`src/rtl/fac_pkg.sv`:
```
// Package of constants for the flash converter output coding block
package fac_pkg;
  localparam int WORD_W = 8;
  localparam int THERMO_W = 255;
  localparam int LOW_FIELD_W = 7;
  localparam int TOP_BIT = 7;
  localparam int PIPE_DEPTH = 1;
  localparam int FIFO_DEPTH = 8;
  localparam logic [7:0] WORD_RST = 8'h00;
  localparam logic [7:0] FULL_SCALE = 8'hff;
endpackage

```
`src/rtl/fac_top.sv`:
```
// Digital coding path of an 8-bit flash converter
// Overview of operation
// - Sample taken only on strobe rising edge
// - Output lags its sample by one strobe
// - Output word held between strobe pulses
// - Bit 7 is MSB, bit 0 LSB
// - Thermometer code encoded to binary count
// - Codes 0 to 255, saturating, never wrapping
// - Invert inputs idle high mean true binary
// - Low invert input complements seven lower bits
// - Top bit inversion alone gives offset twos
// - Step zero codes follow the four modes
`timescale 1ns/100ps
`default_nettype none
module fac_top #(
  parameter int FIFO_DEPTH = fac_pkg::FIFO_DEPTH
) (
  input wire logic clk,
  input wire logic srst,
  input wire logic sample_strobe,
  input wire logic [fac_pkg::THERMO_W-1:0] thermo_code,
  input wire logic top_bit_invert_n,
  input wire logic lower_bits_invert_n,
  output logic [fac_pkg::WORD_W-1:0] output_word,
  output logic word_valid,
  input wire logic word_ready,
  output logic [fac_pkg::WORD_W-1:0] word_data
);
  if (FIFO_DEPTH < 2)
  begin
    $error("fac_top needs a FIFO depth of at least 2");
  end

  // ************************************************************
  // Encoder function
  // ************************************************************
  function automatic logic [fac_pkg::WORD_W-1:0] thermo_to_bin(input logic [fac_pkg::THERMO_W-1:0] t);
    logic [fac_pkg::WORD_W-1:0] n;
    n = '0;
    for (int i = 0; i < fac_pkg::THERMO_W; i++)
    begin
      if (t[i])
      begin
        n = fac_pkg::WORD_W'(i + 1);
      end
    end
    return n;
  endfunction

  // ************************************************************
  // Input synchronisers
  // ************************************************************
  logic [2:0] strobe_s1_q;
  logic [2:0] strobe_s2_q;
  logic strobe_prev_q;
  logic [fac_pkg::THERMO_W-1:0] thermo_s1_q;
  logic [fac_pkg::THERMO_W-1:0] thermo_s2_q;
  logic strobe_rise;

  always_ff @(posedge clk)
  begin
    strobe_s1_q <= {lower_bits_invert_n, top_bit_invert_n, sample_strobe};
    strobe_s2_q <= strobe_s1_q;
    thermo_s1_q <= thermo_code;
    thermo_s2_q <= thermo_s1_q;
  end

  always_ff @(posedge clk)
  begin
    if (srst)
    begin
      strobe_prev_q <= 1'b1;
    end
    else
    begin
      strobe_prev_q <= strobe_s2_q[0];
    end
  end

  assign strobe_rise = strobe_s2_q[0] && !strobe_prev_q;

  // ************************************************************
  // Sample, encode and output latches
  // ************************************************************
  logic [fac_pkg::WORD_W-1:0] sample_q;
  logic [fac_pkg::WORD_W-1:0] word_q;
  logic [fac_pkg::WORD_W-1:0] coded;

  // Binary count of the high comparators, saturating at full scale
  always_ff @(posedge clk)
  begin
    if (srst)
    begin
      sample_q <= fac_pkg::WORD_RST;
    end
    else if (strobe_rise)
    begin
      sample_q <= thermo_to_bin(thermo_s2_q);
    end
  end

  // Invert inputs are active low; idle high leaves true binary
  always_comb
  begin
    coded = sample_q;
    if (!strobe_s2_q[1])
    begin
      coded[fac_pkg::TOP_BIT] = ~sample_q[fac_pkg::TOP_BIT];
    end
    if (!strobe_s2_q[2])
    begin
      coded[fac_pkg::LOW_FIELD_W-1:0] = ~sample_q[fac_pkg::LOW_FIELD_W-1:0];
    end
  end

  // Previous sample moves to the output at each strobe edge
  always_ff @(posedge clk)
  begin
    if (srst)
    begin
      word_q <= fac_pkg::WORD_RST;
    end
    else if (strobe_rise)
    begin
      word_q <= coded;
    end
  end

  assign output_word = word_q;

  // ************************************************************
  // Output word stream buffer
  // ************************************************************
  logic push_q;

  always_ff @(posedge clk)
  begin
    if (srst)
    begin
      push_q <= 1'b0;
    end
    else
    begin
      push_q <= strobe_rise;
    end
  end

  fac_fifo #(
    .WIDTH(fac_pkg::WORD_W),
    .DEPTH(FIFO_DEPTH)
  ) u_fifo (
    .clk(clk),
    .srst(srst),
    .in_valid(push_q),
    .in_ready(),
    .in_data(word_q),
    .out_valid(word_valid),
    .out_ready(word_ready),
    .out_data(word_data)
  );

  // ************************************************************
  // Checks
  // ************************************************************
  AST_EDGE_ONLY: assert property (@(posedge clk) disable iff (srst)
    !strobe_rise |=> $stable(sample_q))
    else $error("sample changed without strobe edge");

  AST_PIPE: assert property (@(posedge clk) disable iff (srst)
    strobe_rise && !$past(srst) |=> (output_word ==
      (($past(sample_q) ^ {~$past(strobe_s2_q[1]), {7{~$past(strobe_s2_q[2])}}}))))
    else $error("output is not previous sample");

  AST_HOLD: assert property (@(posedge clk) disable iff (srst)
    !strobe_rise |=> $stable(output_word))
    else $error("output word changed between strobes");

  AST_FULL_SCALE: assert property (@(posedge clk) disable iff (srst)
    strobe_rise && thermo_s2_q[fac_pkg::THERMO_W-1] |=> sample_q == fac_pkg::FULL_SCALE)
    else $error("over-range input did not saturate");

  AST_ZERO: assert property (@(posedge clk) disable iff (srst)
    strobe_rise && thermo_s2_q == '0 |=> sample_q == 8'h00)
    else $error("empty thermometer code did not give zero");

  AST_TRUE: assert property (@(posedge clk) disable iff (srst)
    strobe_s2_q[1] && strobe_s2_q[2] |-> coded == sample_q)
    else $error("idle invert inputs altered the word");

  AST_LOW_INV: assert property (@(posedge clk) disable iff (srst)
    !strobe_s2_q[2] |-> coded[6:0] == ~sample_q[6:0] && coded[7] == (sample_q[7] ^ !strobe_s2_q[1]))
    else $error("lower field inversion wrong");

  AST_OFFSET: assert property (@(posedge clk) disable iff (srst)
    !strobe_s2_q[1] && strobe_s2_q[2] && sample_q == 8'h80 |-> coded == 8'h00)
    else $error("offset twos code wrong at mid step");

  AST_STEP0: assert property (@(posedge clk) disable iff (srst)
    sample_q == 8'h00 && !strobe_s2_q[1] && !strobe_s2_q[2] |-> coded == 8'hff)
    else $error("inverted step zero code wrong");

  AST_RISE_ONCE: assert property (@(posedge clk) disable iff (srst)
    strobe_rise |=> !strobe_rise)
    else $error("one strobe edge started two samples");

  AST_LSB: assert property (@(posedge clk) disable iff (srst)
    strobe_rise && thermo_s2_q == 255'h1 |=> sample_q == 8'h01)
    else $error("single high comparator did not give the LSB");

  AST_TOP_ONLY: assert property (@(posedge clk) disable iff (srst)
    !strobe_s2_q[1] && strobe_s2_q[2] |-> coded == {~sample_q[fac_pkg::TOP_BIT], sample_q[fac_pkg::LOW_FIELD_W-1:0]})
    else $error("top bit inversion alone is wrong");

  AST_TOP_KEEP: assert property (@(posedge clk) disable iff (srst)
    strobe_s2_q[1] |-> coded[fac_pkg::TOP_BIT] == sample_q[fac_pkg::TOP_BIT])
    else $error("lower field inversion touched the top bit");

  AST_RESET_OUT: assert property (@(posedge clk)
    srst |=> output_word == fac_pkg::WORD_RST && !word_valid)
    else $error("reset did not clear the outputs");

  AST_STREAM: assert property (@(posedge clk) disable iff (srst)
    strobe_rise |=> push_q && output_word == $past(coded))
    else $error("strobe edge did not present and queue the word");
endmodule
`default_nettype wire

```
`src/rtl/fac_fifo.sv`:
```
// Small synchronous FIFO with registered read data
`timescale 1ns/100ps
`default_nettype none
module fac_fifo #(
  parameter int WIDTH = 8,
  parameter int DEPTH = 8
) (
  input wire logic clk,
  input wire logic srst,
  input wire logic in_valid,
  output logic in_ready,
  input wire logic [WIDTH-1:0] in_data,
  output logic out_valid,
  input wire logic out_ready,
  output logic [WIDTH-1:0] out_data
);
  localparam int AW = (DEPTH > 1) ? $clog2(DEPTH) : 1;

  if (DEPTH < 2 || (DEPTH & (DEPTH - 1)) != 0)
  begin
    $error("fac_fifo depth must be a power of two of at least 2");
  end

  logic [WIDTH-1:0] mem_q [DEPTH];
  logic [AW:0] wr_q;
  logic [AW:0] rd_q;
  logic [WIDTH-1:0] out_data_q;
  logic out_valid_q;
  logic empty;
  logic full;
  logic pop;

  assign empty = (wr_q == rd_q);
  assign full = (wr_q[AW-1:0] == rd_q[AW-1:0]) && (wr_q[AW] != rd_q[AW]);
  assign in_ready = !full;
  assign pop = !empty && (!out_valid_q || out_ready);
  assign out_valid = out_valid_q;
  assign out_data = out_data_q;

  // ************************************************************
  // Storage and pointers
  // ************************************************************
  always_ff @(posedge clk)
  begin
    if (in_valid && !full)
    begin
      mem_q[wr_q[AW-1:0]] <= in_data;
    end
  end

  always_ff @(posedge clk)
  begin
    if (srst)
    begin
      wr_q <= '0;
      rd_q <= '0;
      out_valid_q <= 1'b0;
      out_data_q <= '0;
    end
    else
    begin
      if (in_valid && !full)
      begin
        wr_q <= wr_q + 1'b1;
      end
      if (pop)
      begin
        rd_q <= rd_q + 1'b1;
        out_data_q <= mem_q[rd_q[AW-1:0]];
        out_valid_q <= 1'b1;
      end
      else if (out_ready)
      begin
        out_valid_q <= 1'b0;
      end
    end
  end
endmodule
`default_nettype wire

```
`config.mk`:
```
export PLATFORM = sky130hd
export DESIGN_NAME = fac_top
export DESIGN_NICKNAME = d
export VERILOG_FILES = /design/src/rtl/fac_pkg.sv /design/src/rtl/fac_top.sv /design/src/rtl/fac_fifo.sv
export SDC_FILE = /design/constraint.sdc
export NUM_CORES = 1
export LEC_CHECK = 0
export ABC_CLOCK_PERIOD_IN_PS = 2000
export BUFFER_PORTS_ARGS = -buffer_cell sky130_fd_sc_hd__buf_2
export CORE_MARGIN = 1
export CORE_UTILIZATION = 45
export CTS_CLUSTER_SIZE = 10
export DETAILED_ROUTE_END_ITERATION = 7
export PLACE_DENSITY = 0.68
export SYNTH_ARGS = -nofsm -noshare
export SYNTH_HDL_FRONTEND = slang
export SYNTH_HIERARCHICAL = 1
export SYNTH_SLANG_ARGS = --single-unit
```
`constraint.sdc`:
```
create_clock -name clk -period 2 [get_ports clk]
set_input_delay 0.2 -clock clk [delete_from_list [all_inputs] [get_ports clk]]
set_output_delay 0.2 -clock clk [all_outputs]
set_load 0.05 [all_outputs]
```
==> results.sh <==
export IMPL_arrival_ns=2.75
export IMPL_cap_violations=0
export IMPL_crit_path_max_fanout=3
export IMPL_port_buffers=277
export IMPL_cts_path_max_buffers=3
export IMPL_first_pass_iters=5
export IMPL_worstSetupPathType="reg2reg"
export IMPL_final_setup_viol_count=5
export IMPL_start_util=0.456
export IMPL_numCtsBuffers=72
export IMPL_root_buffer="clkbuf_16"
export IMPL_drt_iter0_drc=704
export IMPL_finalSetupTns_ns=-0.776
export IMPL_min_period_ns=2.25
export IMPL_reg2reg_slack_ns=-0.25
export IMPL_min_to="u_fifo/rd_q[0]"
export IMPL_hold_path_class="in2reg"
export IMPL_coreArea_sq_um=38600
export IMPL_finalHoldViolCount=0
export IMPL_synthCells=1375
export IMPL_start_kind="flop"
export IMPL_timing_hold_ws_ns=0.107
export IMPL_cts_tree="yes"
export IMPL_fin_crit_sh=1.12
export IMPL_relSlewSlack=0.595
export IMPL_required_ns=2.51
export IMPL_drv_slew=0
export IMPL_die_x_microns=200
export IMPL_postLayoutSetupSlackWorst_ns=-0.248
export IMPL_violations="negative setup slack"
export IMPL_ys_warn_count=6
export IMPL_num_rows=72
export IMPL_grt_first_pass_wirelength_microns=78000
export IMPL_synthToLayoutAreaGrowth_pct=51.9
export IMPL_grt_max_degree=21
export IMPL_die_area_sq_um=39900
export IMPL_regToRegEndpoint="sample_q[2]"
export IMPL_power_mw=27.4
export IMPL_dp_hpwl_microns=30100
export IMPL_nets=2493
export IMPL_finalClockSkew_ns=0.0110
export IMPL_p_leak_nw=11.1
export IMPL_wl_per_cell_microns=18.6
export IMPL_place_gp_congestion=0.900
export IMPL_rsz0062_at_grt="true"
export IMPL_clk_pin_slew_ns=0.05
export IMPL_io_pins=278
export IMPL_postRouteAntennaNets=0
export IMPL_synth_fp_nets=1638
export IMPL_fillers=2645
export IMPL_viasPerCell=4.99
export IMPL_fmax_mhz=445
export IMPL_cp_end_kind="flop"
export IMPL_clock_latency_ns=0.59
export IMPL_grt_pass1_vias=14900
export IMPL_vdd_ir_drop_max_uv=870
export IMPL_wirelength_microns=51600
export IMPL_ff2ff_path_depth=9
export IMPL_syn_area_sq_um=17600
export IMPL_antenna_found_initial=7
export IMPL_grt_usage=0.258
export IMPL_whs_path_depth=3
export IMPL_rr_startpoint="thermo_s2_q[8]"
export IMPL_powerDensity_nw_per_um2=1030
export IMPL_min_delay_start="srst"
export IMPL_die_h_microns=200
export IMPL_status="complete, but fails checks"
export IMPL_worst_slew_pin_slew_ns=0.602
export IMPL_avgSynthCellArea_sq_um=12.8
export IMPL_via_count=13900
export IMPL_drcViolationCount=0
export IMPL_cts_sinks=615
export IMPL_grt_overflow=0
export IMPL_cts_max_level=3
export IMPL_layout_drive_gt1_share=0.332
metal layers:
metal | vias to the layer above | routed length (microns) | track usage
met5 | - | 13 | 0
met4 | 2 | 2390 | 0.147
met3 | 164 | 2290 | 0.0420
met2 | 495 | 26800 | 0.462
met1 | 6586 | 20200 | 0.290
li1 | 6617 | - | -
power breakdown:
part,internal (mW),switching (mW),total [mW]
logic,1.22,1.12,2.35
registers,13.1,0.405,13.5
clock network,6.73,4.81,11.5
metrics by stage:
stage	cell area (sq um)	utilization	cells	setup WS, ns
after floorplan	17600	-	1375	0.00257
after global placement	21400	0.556	2406	-0.459
after detailed placement	21400	0.556	2406	-0.473
after CTS	26400	0.684	2767	-0.237
after global routing	26700	0.692	2778	-0.393
final	26700	0.693	2779	-0.248
layout make-up:
class	instances	area, sq um	area share
Sequential cell	615	13000	0.486
Antenna cell	7	17.5	0.000656
Clock inverter	9	115	0.00431
Multi-Input combinational cell	692	4890	0.183
Clock buffer	89	1890	0.0706
Timing Repair Buffer	797	5970	0.224
Inverter	52	195	0.00731
Tap cell	518	648	0.0243
worst max-delay path, stage by stage (launching register included):
cell	delay [ns]
dfxtp_2	0.33
or4_1	0.51
o211ai_1	0.26
a31oi_1	0.15
o31ai_1	0.27
buf_4	0.18
a21boi_2	0.06
o2111ai_2	0.21
a21oi_1	0.09
nor3_1	0.12
worst max path at each step:
stage          depth (start not counted)          end        startpoint
2_1_floorplan                          8  sample_q[3]   thermo_s2_q[88]
3_3_place_gp                           8  sample_q[3]   thermo_s2_q[14]
3_5_place_dp                           9  sample_q[2]    thermo_s2_q[8]
4_1_cts                                9  sample_q[2]    thermo_s2_q[7]
5_1_grt                                9  sample_q[2]  thermo_s2_q[223]
6_report                               9  sample_q[2]    thermo_s2_q[8]
sequential cells by signal (all words and copies together) (netlist names):
register / cells
strobe_prev_q: 1
strobe_s2_q: 3
thermo_s2_q: 255
output_word: 8
strobe_s1_q: 3
u_fifo/mem_q: 64
u_fifo/wr_q: 4
sample_q: 8
push_q: 1
u_fifo/rd_q: 4
u_fifo/out_valid: 1
thermo_s1_q: 255
u_fifo/out_data: 8
cell usage in the layout (no fill, tap or decap), types with 11 or more instances in the layout:
cell and instances:
o21bai_1 11, a211oi_1 15, clkbuf_1 15, buf_2 277, dfxtp_1 536, nand2_1 66
o21ai_0 35, o21a_1 13, edfxtp_1 64, nor3_1 39, nor4_4 12, buf_4 254
nand3_1 15, mux4_2 16, nor4_1 41, a21oi_1 63, inv_1 52, mux2i_1 11
nor4_2 14, dlygate4sd3_1 259, o31ai_1 17, nand4_1 16, dfxtp_2 13, nand2b_1 14
nor2_1 132, clkbuf_16 72
timing repair:
action	in CTS	in global routing
endpoints found under the hold margin	259	0
buffers inserted	5	5
hold buffers	259	0
endpoints found under the setup margin	39	40
gates resized for setup	67	59
pin swaps	38	34
No activity file was read; power rests on OpenSTA's default activity.
